File: config.mk
export PLATFORM = sky130hd
export DESIGN_NAME = ccs_top
export DESIGN_NICKNAME = d
export VERILOG_FILES = /design/src/rtl/ccs_pkg.sv /design/src/rtl/ccs_top.sv /design/src/rtl/ccs_switch.sv
export SDC_FILE = /design/constraint.sdc
export NUM_CORES = 1
export LEC_CHECK = 0
export BUFFER_PORTS_ARGS = -buffer_cell sky130_fd_sc_hd__buf_2
export CORE_MARGIN = 1
export CORE_UTILIZATION = 40
export DETAILED_ROUTE_END_ITERATION = 10
export PLACE_DENSITY = 0.61
export SKIP_LAST_GASP = 1
export SYNTH_ARGS = -nofsm -noshare
export SYNTH_HDL_FRONTEND = slang
export SYNTH_SLANG_ARGS = --single-unit
File: constraint.sdc
create_clock -name clk -period 4.5 [get_ports clk]
set_input_delay 0.9 -clock clk [delete_from_list [all_inputs] [get_ports clk]]
set_output_delay 0.9 -clock clk [all_outputs]
set_load 0.005 [all_outputs]
File: src/rtl/ccs_pkg.sv
// Package of register map, field positions and timing counts for the selector.
package ccs_pkg;

   // Register word offsets (byte addresses, one 32-bit word each).
   localparam logic [3:0] PROC_CLK_CTRL_OFS = 4'h0;
   localparam logic [3:0] MAIN_MODE_OFS     = 4'h4;
   localparam logic [3:0] MAIN_OSC_CTRL_OFS = 4'h8;
   localparam logic [3:0] INT_OSC_MODE_OFS  = 4'hC;

   // Field positions.
   localparam int HS_STOP_PROC_BIT = 7;
   localparam int SUB_STAT_BIT     = 5;
   localparam int SUB_SEL_BIT      = 4;
   localparam int MAIN_STAT_BIT    = 1;
   localparam int MAIN_SEL_BIT     = 0;
   localparam int MAIN_STOP_BIT    = 7;
   localparam int INT_STOP_BIT     = 0;
   localparam int STAB_SEL_LSB     = 0;

   // Reset values of the setting flags.
   localparam logic MAIN_SEL_RST = 1'b0;
   localparam logic SUB_SEL_RST  = 1'b0;
   localparam logic STOP_RST     = 1'b0;
   localparam logic [2:0] STAB_SEL_RST = 3'h5;

   // Changeover timing, counted in cycles of clk, whichever source is being left.
   localparam int SWITCH_CLOCKS    = 2;
   localparam logic [1:0] SWITCH_CNT = 2'(SWITCH_CLOCKS - 1);

   // Active CPU clock source.
   typedef enum logic [1:0]
   {
      CCS_SRC_INT,
      CCS_SRC_HS,
      CCS_SRC_SUB
   } ccs_src_e;

endpackage

File: src/rtl/ccs_top.sv
// CPU clock source selector with oscillator stop control and Avalon registers.
`timescale 1ns/100ps
`default_nettype none

// Operation
// - Stabilization time select applies only on stop exit from high-speed.
// - Internal oscillator stop works only when option permits software stop.
// - Subsystem status is 1 only on subsystem; main status 0 only internal.
// - Subsystem mode needs only subsystem select 1; processor stop 0 keeps oscillator.
// - On subsystem clock, processor-control stop flag stops high-speed oscillator.
// - On subsystem clock, internal stop flag stops internal oscillator if permitted.
// - On high-speed clock, both high-speed stop flags are ignored.
// - On internal clock, only main stop flag stops high-speed oscillator.
// - On subsystem clock, main stop flag does not stop high-speed oscillator.
// - Main select bit 0 chooses source; bit 1 reports active one.
// - Internal to high-speed changeover completes within three clocks.
module ccs_top
(
   // Clock and reset.
   input  wire logic        clk,
   input  wire logic        rst_n,
   // Avalon-MM slave.
   input  wire logic [3:0]  avs_address,
   input  wire logic        avs_read,
   input  wire logic        avs_write,
   input  wire logic [31:0] avs_writedata,
   output logic [31:0]      avs_readdata,
   output logic             avs_waitrequest,
   // Configuration and system events.
   input  wire logic        int_osc_sw_stoppable,
   input  wire logic        stop_exit_by_irq,
   input  wire logic        hs_osc_stab_done,
   // Oscillator controls and clock tree.
   output logic             hs_osc_run,
   output logic             int_osc_run,
   output logic [1:0]       cpu_clk_src,
   output logic             cpu_clk_gate,
   output logic [2:0]       stab_time_apply
);

   logic                rst_sync1_r;
   logic                rst_sync2_r;
   logic                main_source_select;
   logic                sub_clock_select;
   logic                hs_osc_stop_by_proc_ctrl;
   logic                main_osc_stop_flag;
   logic                int_osc_stop_flag;
   logic [2:0]          osc_stab_time_select;
   logic [15:0]         osc_stab_status_counter;
   logic                wait_r;
   ccs_pkg::ccs_src_e   req_src;
   ccs_pkg::ccs_src_e   act_src;
   logic                gate_open;
   logic                sw_busy;
   logic                sub_clock_status;
   logic                main_source_status;
   logic                hs_run_nxt;
   logic                int_run_nxt;
   logic [31:0]         rd_nxt;
   logic                access;
   logic                wr_en;

   // Reset release through two flip-flops.
   always_ff @(posedge clk or negedge rst_n)
   begin
      if (!rst_n)
      begin
         rst_sync1_r <= 1'b0;
         rst_sync2_r <= 1'b0;
      end
      else
      begin
         rst_sync1_r <= 1'b1;
         rst_sync2_r <= rst_sync1_r;
      end
   end

   // Bus decode: one wait cycle, then acknowledge.
   assign access = (avs_read | avs_write) & wait_r;
   assign wr_en  = avs_write & ~wait_r;

   // Waitrequest drops for one cycle after the request is seen.
   // The flop itself drives the pin, so no gate sits on the output.
   always_ff @(posedge clk or negedge rst_sync2_r)
   begin
      if (!rst_sync2_r)
         wait_r <= 1'b1;
      else
         wait_r <= ~access;
   end

   assign avs_waitrequest = wait_r;

   // Setting flags written by software.
   always_ff @(posedge clk or negedge rst_sync2_r)
   begin
      if (!rst_sync2_r)
      begin
         main_source_select       <= ccs_pkg::MAIN_SEL_RST;
         sub_clock_select         <= ccs_pkg::SUB_SEL_RST;
         hs_osc_stop_by_proc_ctrl <= ccs_pkg::STOP_RST;
         main_osc_stop_flag       <= ccs_pkg::STOP_RST;
         int_osc_stop_flag        <= ccs_pkg::STOP_RST;
         osc_stab_time_select     <= ccs_pkg::STAB_SEL_RST;
      end
      else if (wr_en)
      begin
         case (avs_address)
            ccs_pkg::PROC_CLK_CTRL_OFS:
            begin
               hs_osc_stop_by_proc_ctrl <=
                  avs_writedata[ccs_pkg::HS_STOP_PROC_BIT];
               sub_clock_select <= avs_writedata[ccs_pkg::SUB_SEL_BIT];
            end
            ccs_pkg::MAIN_MODE_OFS:
               main_source_select <= avs_writedata[ccs_pkg::MAIN_SEL_BIT];
            ccs_pkg::MAIN_OSC_CTRL_OFS:
            begin
               main_osc_stop_flag <= avs_writedata[ccs_pkg::MAIN_STOP_BIT];
               osc_stab_time_select <=
                  avs_writedata[ccs_pkg::STAB_SEL_LSB +: 3];
            end
            ccs_pkg::INT_OSC_MODE_OFS:
               int_osc_stop_flag <= avs_writedata[ccs_pkg::INT_STOP_BIT];
            default:
            begin
            end
         endcase
      end
   end

   // Stabilization counter counts up until the oscillator reports stable.
   always_ff @(posedge clk or negedge rst_sync2_r)
   begin
      if (!rst_sync2_r)
         osc_stab_status_counter <= 16'h0000;
      else if (!hs_osc_stab_done && osc_stab_status_counter != 16'hFFFF)
         osc_stab_status_counter <= osc_stab_status_counter + 16'h0001;
   end

   // Requested source from the select flags.
   // Subsystem select alone chooses subsystem, whatever main select holds.
   assign req_src = sub_clock_select ? ccs_pkg::CCS_SRC_SUB :
                    main_source_select ? ccs_pkg::CCS_SRC_HS :
                    ccs_pkg::CCS_SRC_INT;

   ccs_switch u_switch
   (
      .clk     (clk),
      .rst_n   (rst_sync2_r),
      .req_src (req_src),
      .act_src (act_src),
      .gate_open (gate_open),
      .busy    (sw_busy)
   );

   assign sub_clock_status   = (act_src == ccs_pkg::CCS_SRC_SUB);
   assign main_source_status = (act_src != ccs_pkg::CCS_SRC_INT);

   // High-speed stop depends on active source.
   assign hs_run_nxt =
      (act_src == ccs_pkg::CCS_SRC_INT) ? ~main_osc_stop_flag :
      (act_src == ccs_pkg::CCS_SRC_SUB) ? ~hs_osc_stop_by_proc_ctrl :
      1'b1;

   // Internal stop honoured only when option permits.
   assign int_run_nxt = ~(int_osc_stop_flag & int_osc_sw_stoppable &
                          (act_src != ccs_pkg::CCS_SRC_INT));

   // Read mux with status bits.
   // Bit 1 reports active main source.
   always_comb
   begin
      rd_nxt = 32'h0000_0000;
      case (avs_address)
         ccs_pkg::PROC_CLK_CTRL_OFS:
         begin
            rd_nxt[ccs_pkg::HS_STOP_PROC_BIT] = hs_osc_stop_by_proc_ctrl;
            rd_nxt[ccs_pkg::SUB_STAT_BIT]     = sub_clock_status;
            rd_nxt[ccs_pkg::SUB_SEL_BIT]      = sub_clock_select;
         end
         ccs_pkg::MAIN_MODE_OFS:
         begin
            rd_nxt[ccs_pkg::MAIN_STAT_BIT] = main_source_status;
            rd_nxt[ccs_pkg::MAIN_SEL_BIT]  = main_source_select;
         end
         ccs_pkg::MAIN_OSC_CTRL_OFS:
         begin
            rd_nxt[ccs_pkg::MAIN_STOP_BIT] = main_osc_stop_flag;
            rd_nxt[ccs_pkg::STAB_SEL_LSB +: 3] = osc_stab_time_select;
            rd_nxt[31:16] = osc_stab_status_counter;
         end
         ccs_pkg::INT_OSC_MODE_OFS:
            rd_nxt[ccs_pkg::INT_STOP_BIT] = int_osc_stop_flag;
         default:
            rd_nxt = 32'h0000_0000;
      endcase
   end

   // Registered outputs.
   always_ff @(posedge clk or negedge rst_sync2_r)
   begin
      if (!rst_sync2_r)
      begin
         avs_readdata    <= 32'h0000_0000;
         hs_osc_run      <= 1'b0;
         int_osc_run     <= 1'b1;
         cpu_clk_src     <= 2'h0;
         cpu_clk_gate    <= 1'b0;
         stab_time_apply <= ccs_pkg::STAB_SEL_RST;
      end
      else
      begin
         avs_readdata <= access ? rd_nxt : avs_readdata;
         hs_osc_run   <= hs_run_nxt;
         int_osc_run  <= int_run_nxt;
         cpu_clk_src  <= act_src;
         cpu_clk_gate <= gate_open;
         // Stabilization select latched on stop exit from high-speed.
         if (stop_exit_by_irq && act_src == ccs_pkg::CCS_SRC_HS)
            stab_time_apply <= osc_stab_time_select;
      end
   end

   // High-speed oscillator keeps running on high-speed clock.
   a_hs_keeps_run: assert property (@(posedge clk)
      disable iff (!rst_sync2_r)
      (act_src == ccs_pkg::CCS_SRC_HS) ##1 (act_src == ccs_pkg::CCS_SRC_HS)
      |-> hs_osc_run)
      else $error("High-speed oscillator stopped on own clock.");

   // Processor stop halts oscillator on subsystem clock.
   a_proc_stop_sub: assert property (@(posedge clk)
      disable iff (!rst_sync2_r)
      (act_src == ccs_pkg::CCS_SRC_SUB && hs_osc_stop_by_proc_ctrl)
      |=> !hs_osc_run)
      else $error("Processor stop flag ignored on subsystem clock.");

   // Main stop flag ignored on subsystem clock.
   a_main_stop_sub: assert property (@(posedge clk)
      disable iff (!rst_sync2_r)
      (act_src == ccs_pkg::CCS_SRC_SUB && !hs_osc_stop_by_proc_ctrl)
      |=> hs_osc_run)
      else $error("Main stop flag acted on subsystem clock.");

   // Only main stop flag acts on internal clock.
   // The sampled reset copy skips the release edge, where outputs still reset.
   a_main_stop_int: assert property (@(posedge clk)
      disable iff (!rst_sync2_r)
      (rst_sync2_r && act_src == ccs_pkg::CCS_SRC_INT)
      |=> (hs_osc_run == !$past(main_osc_stop_flag)))
      else $error("Wrong high-speed control on internal clock.");

   // Internal oscillator runs unless option permits stop.
   a_int_no_stop: assert property (@(posedge clk)
      disable iff (!rst_sync2_r)
      !int_osc_sw_stoppable |=> int_osc_run)
      else $error("Internal oscillator stopped without permission.");

   // Internal stop on subsystem clock when permitted.
   a_int_stop_sub: assert property (@(posedge clk)
      disable iff (!rst_sync2_r)
      (act_src == ccs_pkg::CCS_SRC_SUB && int_osc_stop_flag &&
       int_osc_sw_stoppable) |=> !int_osc_run)
      else $error("Internal stop ignored on subsystem clock.");

   // Internal oscillator never stops while it clocks the CPU.
   a_int_own_run: assert property (@(posedge clk)
      disable iff (!rst_sync2_r)
      (act_src == ccs_pkg::CCS_SRC_INT) |=> int_osc_run)
      else $error("Internal oscillator stopped on own clock.");

   a_src_report: assert property (@(posedge clk)
      disable iff (!rst_sync2_r)
      cpu_clk_src == ccs_pkg::CCS_SRC_SUB |-> $past(sub_clock_status))
      else $error("Subsystem status mismatch.");

   // Applied time held unless stop exit on high-speed.
   a_stab_hold: assert property (@(posedge clk)
      disable iff (!rst_sync2_r)
      !(stop_exit_by_irq && act_src == ccs_pkg::CCS_SRC_HS)
      |=> $stable(stab_time_apply))
      else $error("Stabilization time changed outside stop exit.");

   // Stop exit on high-speed takes the selected time.
   a_stab_take: assert property (@(posedge clk)
      disable iff (!rst_sync2_r)
      (stop_exit_by_irq && act_src == ccs_pkg::CCS_SRC_HS)
      |=> (stab_time_apply == $past(osc_stab_time_select)))
      else $error("Stabilization time not taken on stop exit.");

   // CPU gate stays shut while the sequencer is busy.
   a_gate_busy: assert property (@(posedge clk)
      disable iff (!rst_sync2_r)
      sw_busy |=> !cpu_clk_gate)
      else $error("CPU clock gate open during changeover.");

   // Reported source only changes with the CPU gate shut.
   a_gate_src: assert property (@(posedge clk)
      disable iff (!rst_sync2_r)
      (cpu_clk_src != $past(cpu_clk_src)) |-> !cpu_clk_gate)
      else $error("CPU clock source changed with gate open.");

   // Waitrequest is low for one cycle per transfer.
   a_wait_single: assert property (@(posedge clk)
      disable iff (!rst_sync2_r)
      !avs_waitrequest |=> avs_waitrequest)
      else $error("Waitrequest low for more than one cycle.");

endmodule

`default_nettype wire

File: src/rtl/ccs_switch.sv
// Glitch-free changeover sequencer for the CPU clock source.
`timescale 1ns/100ps
`default_nettype none

module ccs_switch
(
   // Clock and reset.
   input  wire logic            clk,
   input  wire logic            rst_n,
   // Requested and active source.
   input  wire ccs_pkg::ccs_src_e req_src,
   output var ccs_pkg::ccs_src_e  act_src,
   output logic                 gate_open,
   output logic                 busy
);

   typedef enum logic [1:0]
   {
      CCS_SW_RUN,
      CCS_SW_GATE,
      CCS_SW_ENABLE
   } ccs_sw_e;

   ccs_sw_e                cur_r;
   ccs_pkg::ccs_src_e      src_r;
   logic [1:0]             cnt_r;

   // Sequencer: close the old gate low, wait, then open on the new source.
   always_ff @(posedge clk or negedge rst_n)
   begin
      if (!rst_n)
      begin
         cur_r <= CCS_SW_RUN;
         src_r <= ccs_pkg::CCS_SRC_INT;
         cnt_r <= 2'h0;
      end
      else
      begin
         case (cur_r)
            CCS_SW_RUN:
            begin
               if (req_src != src_r)
               begin
                  cur_r <= CCS_SW_GATE;
                  // Two-clock hold before the new source.
                  cnt_r <= ccs_pkg::SWITCH_CNT;
               end
            end
            CCS_SW_GATE:
            begin
               if (cnt_r == 2'h0)
               begin
                  cur_r <= CCS_SW_ENABLE;
                  src_r <= req_src;
               end
               else
               begin
                  cnt_r <= cnt_r - 2'h1;
               end
            end
            CCS_SW_ENABLE:
            begin
               cur_r <= CCS_SW_RUN;
            end
            default:
            begin
               cur_r <= CCS_SW_RUN;
            end
         endcase
      end
   end

   // Gate is open only while running steadily on one source.
   assign act_src   = src_r;
   assign gate_open = (cur_r == CCS_SW_RUN);
   assign busy      = (cur_r != CCS_SW_RUN);

   a_switch_bound: assert property (@(posedge clk)
      disable iff (!rst_n)
      (cur_r == CCS_SW_RUN && req_src != src_r)
      |-> ##3 (cur_r == CCS_SW_ENABLE))
      else $error("Changeover did not complete in bound.");

   a_gate_closed: assert property (@(posedge clk)
      disable iff (!rst_n)
      (src_r != $past(src_r)) |-> !gate_open)
      else $error("Source changed while gate open.");

endmodule

`default_nettype wire

==> results.yml, run 1 <==
outcome:
  status: "finished, final reports clean"
pwr:
  switching_power_uw: 463.2
  combinationalPowerShare_pct: 18.7
  ir_drop_mv: 0.2620
  internal_power_mw: 1.081
  cellPowerDensity_mw_per_mm2: 468.6
  p_seq_share_pct: 52.8
  leakagePower_nw: 1.536
  clkPwrFrac_pct: 28.5
  switching_share_pct: 30.01
detailed_routing:
  vias: 1979
  wl_um: 5299
  first_pass_iters: 4
  final_antenna_net_count: 0
  wl_per_cell_um: 12.89
  drc: 0
  via_per_inst: 4.815
  drtIter0Drc: 112
synthesis:
  synthCells: 264
  yosys.cell_count.top_type: "dfrtp_1"
  synth_edf_count: 0
  yosys-top-cells-area: "dfrtp_1 (50%), nand2_1 (6.9%), dfstp_2 (5.5%)"
  synth_area_sq_mm: 0.002846
  synth-async-reset-ratio_pct: 100.0
  ys_seq_area_share_pct: 55.65
  synth_common_cells: "dfrtp_1 (57), nand2_1 (52), o21ai_0 (26), buf_4 (12), mux2_2 (12)"
  synth.top_cell.area_share_pct: 50.11
  synth_cell_types: 48
  ys_warn_count: 0
  ys_seq_elements: 63
  synth_top_area_cell: "dfrtp_1"
  syn_area_per_cell_sq_um: 10.78
  synthFlopType: "dfrtp_1"
clock_network:
  cts_setup_buffers: 0
  path_clk_slew_ns: 0.06
  cts_buffer_depth: 2
  numCtsBuffers: 9
  clkSinkCount: 63
  hold_buffers: 0
  clock_latency_ns: 0.32
  cts-root-buf: "clkbuf_8"
  cts-resized-gates: 0
  cts_htree_levels: 3
  cts_tree: "yes"
timing:
  post-route-period-util_pct: 42.30
  grt_setup_unrepaired: "no"
  setup_ws_ns: 2.597
  fin_tns_setup_ns: 0
  finalHoldViolations: 0
  post-route-min-period_ns: 1.903
  finalSetupViolCount: 0
  hold_slack_ns: 0.2556
  finClkSkew_ns: 0.005371
  maxSlewViolCount: 0
  fmax_mhz: 525.4
  relSlewSlack_pct: 63.87
  worstMarginPinSlew_ns: 0.5419
layout:
  final_util_pct: 48.22
  layout-drive-gt1-share_pct: 28.89
  fin_nets: 355
  diodes: 0
  syn_to_final_growth_pct: 15.74
place:
  io_buffers: 46
  gp_congestion: 0.7411
  dp_slack_ns: 2.274
  hpwl_um: 3733
global_routing:
  grtUsageTotal_pct: 16.28
  grt.overflow.total: 0
  grt_pass1_vias: 1908
  grt_antenna_before_repair: 0
  grt_max_degree: 46
  grt_pass1_wl_um: 9218
worst_setup_path:
  crit_type: "primary input to flop"
  end_kind: "flop"
  endpoint: "osc_stab_status_counter[11]$_DFFE_PN0P_"
  reg2reg_slack_ns: 2.76
  timing.rr.start: "osc_stab_status_counter[2]$_DFFE_PN0P_"
  cp_data_arrival_time_ns: 2.11
  r2r_end: "osc_stab_status_counter[11]$_DFFE_PN0P_"
  worstSetupStartpoint: "hs_osc_stab_done"
  cp_data_required_time_ns: 4.70
  cp_max_fo: 6
  setup.worst_path.start_class: "primary input"
  rr_worst_depth: 4
flow_run:
  cap_violations: 0
die:
  design.core.area_sq_mm: 0.006832
  die_h_um: 86.36
  start_util_pct: 41.67
  die_w_um: 86.36
  rows: 30
  num_io_pins: 84
  die-area_sq_mm: 0.007457
worst_hold_path:
  hold_path_class: "flop to async pin"
==> per-layer routing <==
layer,track usage [%],wire length (um),vias up,share of wire [%]
li1,-,-,976,-
met1,23.19,2672,954,50
met2,23.30,2446,49,46
met3,3.238,180,0,3.4
met4,8.939,0,0,0
met5,0,0,-,0
==> worst min path at each step <==
stage / to / slack [ns] / cells past startpoint
global placement: avs_readdata[16]$_DFFE_PN0P_ / 0.27 / 0
floorplan: rst_sync2_r$_DFF_PN0_ / 0.33 / 0
global route: main_osc_stop_flag$_DFFE_PN0P_ / 0.30 / 0
finish: avs_readdata[7]$_DFFE_PN0P_ / 0.26 / 0
CTS: int_osc_stop_flag$_DFFE_PN0P_ / 0.27 / 0
detailed placement: avs_readdata[16]$_DFFE_PN0P_ / 0.27 / 0
==> area by class of cell <==
cell class / instances / area, sq um
multi-input cells: 183 / 1141
flip-flops and latches: 63 / 1585
fillers: 677 / 3537
repair buffers: 49 / 252.7
well taps: 96 / 120.1
inverters: 4 / 15.01
clock buffers: 16 / 180.2
==> cell usage in the layout, fill, tap and decap left out, types with 8 or more instances in the layout <==
| cell type | n |
|---|---|
| clkbuf_8 | 12 |
| dfrtp_1 | 56 |
| o21ai_0 | 26 |
| nand2_1 | 52 |
| conb_1 | 11 |
| nor2_1 | 8 |
| buf_2 | 46 |
| mux2_2 | 12 |
==> state kept, by name, indices dropped and copies added, names as in the netlist, 2 cells and up <==
register	flops
stab_time_apply	3
u_switch.act_src	2
avs_readdata	22
u_switch.cur_r	2
osc_stab_status_counter	16
cpu_clk_src	2
osc_stab_time_select	3
u_switch.cnt_r	2
==> cell families after synthesis <==
kind of cell	synth area share (%)
fa+ha+maj	0.8790
xor+xnor	3.385
simple gates	19.08
compound gates	7.736
buf+inv	5.582
flops	55.65
mux	7.428
other cells	0.2638
==> per-stage QoR <==
stage	total power, mW	area, sq um	cells
after floorplan	1.026	2880	273
after global placement	1.102	3114	395
after detailed placement	1.116	3114	395
after CTS	1.566	3294	411
after global routing	1.645	3294	411
final	1.544	3294	411
==> critical path, stage by stage <==
cell and delay [ns]:
buf_2 0.13, or3_1 0.48, nor3_1 0.24, mux2_1 0.35
==> power groups by stage <==
stage / Sequential, mW / Combinational (mW) / Clock (mW)
floorplan: 0.765 / 0.261 / 0
CTS: 0.816 / 0.294 / 0.456
finish: 0.815 / 0.289 / 0.440
detailed placement: 0.825 / 0.291 / 0
global placement: 0.819 / 0.284 / 0
global route: 0.839 / 0.326 / 0.480
No activity file was read; power rests on OpenSTA's default activity.
==> run 2, diff against run 1 <==
- ABC_AREA: unset -> 1
- clock period: 4.5 -> 1.9 ns (I/O delays scaled with it)
==> run 2 against run 1 <==
Against the previous run: non-clock buffer count increased by 2; power increased by 140%; area after synthesis increased by 7.3%; worst hold slack got worse by 0.062 ns; sequential cell count unchanged; clock power increased to 2.6 times the previous value; first-iteration DRC count decreased by 8.0%.
==> results.yml, run 2 <==
outcome:
  status: "finished, final reports clean"
global_routing:
  grt_max_degree: 62
  grt.overflow.total: 0
  grt_pass1_wl_um: 10140
  grt_pass1_vias: 2185
  grt_antenna_before_repair: 0
  grtUsageTotal_pct: 17.14
timing:
  post-route-min-period_ns: 1.656
  fmax_mhz: 603.8
  maxSlewViolCount: 0
  finalSetupViolCount: 0
  post-route-period-util_pct: 87.17
  grt_setup_unrepaired: "no"
  finClkSkew_ns: 0.007089
  fin_tns_setup_ns: 0
  finalHoldViolations: 0
worst_setup_path:
  rr_worst_depth: 9
  reg2reg_slack_ns: 0.24
  r2r_end: "osc_stab_status_counter[11]$_DFFE_PN0P_"
  cp_max_fo: 7
  worstSetupStartpoint: "osc_stab_status_counter[0]$_DFFE_PN0P_"
  timing.rr.start: "osc_stab_status_counter[0]$_DFFE_PN0P_"
  endpoint: "osc_stab_status_counter[11]$_DFFE_PN0P_"
  setup.worst_path.start_class: "flop"
  end_kind: "flop"
  cp_data_arrival_time_ns: 1.88
  crit_type: "flop to flop"
  cp_data_required_time_ns: 2.13
clock_network:
  cts_htree_levels: 3
  path_clk_slew_ns: 0.07
  cts-root-buf: "clkbuf_8"
  cts-resized-gates: 0
  cts_tree: "yes"
  clkSinkCount: 63
  numCtsBuffers: 9
  cts_setup_buffers: 0
  cts_buffer_depth: 2
  clock_latency_ns: 0.34
  hold_buffers: 1
flow_run:
  cap_violations: 0
die:
  die_w_um: 89.40
  die-area_sq_mm: 0.007992
  num_io_pins: 84
  design.core.area_sq_mm: 0.007331
  die_h_um: 89.40
  start_util_pct: 41.68
  rows: 31
synthesis:
  synth_area_sq_mm: 0.003055
  ys_seq_elements: 63
  synth_top_area_cell: "dfrtp_1"
  ys_warn_count: 0
  synth_common_cells: "nand2_1 (96), dfrtp_1 (57), inv_1 (46), nor2_1 (25), nand3_1 (21)"
  syn_area_per_cell_sq_um: 8.583
  synth_cell_types: 33
  yosys-top-cells-area: "dfrtp_1 (47%), nand2_1 (12%), inv_1 (5.7%)"
  yosys.cell_count.top_type: "nand2_1"
  synth_edf_count: 0
  synth.top_cell.area_share_pct: 46.68
  ys_seq_area_share_pct: 51.84
  synthCells: 356
  synthFlopType: "dfrtp_1"
  synth-async-reset-ratio_pct: 100.0
layout:
  syn_to_final_growth_pct: 17.40
  regMostFlops: "avs_readdata"
  mostFrequentLayoutCell: "nand2_1"
  layout-drive-gt1-share_pct: 25.00
  fin_nets: 456
  num-fill-cells: 736
  top_regs: "avs_readdata: 22 flops, osc_stab_status_counter: 16 flops"
  layout_common_cells: "nand2_1 (96), dfrtp_1 (56), inv_1 (46), buf_2 (46), nor2_1 (25)"
  stdcell_area_sq_mm: 0.003587
  diodes: 0
  largest_reg_flops: 22
pwr:
  leakagePower_nw: 1.890
  cellPowerDensity_mw_per_mm2: 1042
  ir_drop_mv: 0.5521
detailed_routing:
  drc: 0
  vias: 2355
  wl_um: 5982
  via_per_inst: 4.573
  drtIter0Drc: 103
  final_antenna_net_count: 0
  first_pass_iters: 5
  wl_per_cell_um: 11.62
place:
  io_buffers: 46
  gp_congestion: 0.8120
  placed_cell_area_sq_mm: 0.003381
  hpwl_um: 4296
worst_hold_path:
  hold_path_class: "primary input to flop"
## run 2: stage by stage
step                      hold slack (ns)  setup slack, ns  instances  total power [mW]  util [%]
after floorplan                   0.08441          0.02644        365             2.377         -
after global placement             0.1647           0.2643        498             2.594     46.12
after detailed placement           0.1690           0.2484        498             2.623     46.12
after CTS                          0.1828           0.2349        515             3.794     48.93
after global routing               0.1737           0.1350        515             4.037     48.93
final                              0.1938           0.2438        515             3.738     48.93
## run 2: area by class of cell
| type | instances | area (sq um) | share of cell area, % |
|---|---|---|---|
| flip-flops and latches | 63 | 1585 | 44.19 |
| clock inverters | 7 | 72.57 | 2.023 |
| clock buffers | 9 | 123.9 | 3.453 |
| well taps | 99 | 123.9 | 3.453 |
| multi-input cells | 235 | 1206 | 33.62 |
| repair buffers | 51 | 282.8 | 7.883 |
| inverters | 51 | 192.7 | 5.371 |
## run 2: power by group
| group | switching (mW) | internal, mW | leakage (nW) |
|---|---|---|---|
| Sequential | 0.176 | 1.60 | 0.795 |
| Clock | 0.542 | 0.607 | 0.0956 |
| Combinational | 0.506 | 0.312 | 1.00 |
| Total | 1.22 | 2.51 | 1.89 |
## run 2: cells by family after synthesis
logic type | Yosys count | share of synthesized area [%]
compound gates | 43 | 9.091
xor+xnor | 4 | 1.146
fa+ha+maj | 2 | 0.8189
buf+inv | 67 | 9.910
flops | 63 | 51.84
mux | 1 | 0.3685
other cells | 2 | 0.2458
simple gates | 174 | 26.58
## run 2: worst max-delay path, cell delays in order (launching register included)
cell     delay (ns)
dfrtp_1        0.46
ha_1           0.23
nand2_2        0.08
nor2_4         0.17
nand2_4        0.08
nor2_4         0.14
nor2_2         0.10
buf_4          0.17
nand2_1        0.08
o21ai_2        0.05
## run 2: metal layers
layer / global-route usage (%) / share of wire (%) / up-vias
li1: - / - / 1221
met1: 24.59 / 51 / 1066
met2: 24.77 / 43 / 56
met3: 3.139 / 4.3 / 12
met4: 8.658 / 2.1 / 0
met5: 0 / 0 / -
## run 2: worst min path at each step
stage	cells after the start	slack [ns]	startpoint	endpoint
4_1_cts	2	0.18	int_osc_sw_stoppable	int_osc_run$_DFF_PN1_
2_1_floorplan	0	0.08	rst_n	rst_sync1_r$_DFF_PN0_
3_3_place_gp	1	0.16	rst_n	rst_sync1_r$_DFF_PN0_
6_report	2	0.19	int_osc_sw_stoppable	int_osc_run$_DFF_PN1_
5_1_grt	2	0.17	int_osc_sw_stoppable	int_osc_run$_DFF_PN1_
3_5_place_dp	1	0.17	rst_n	rst_sync1_r$_DFF_PN0_
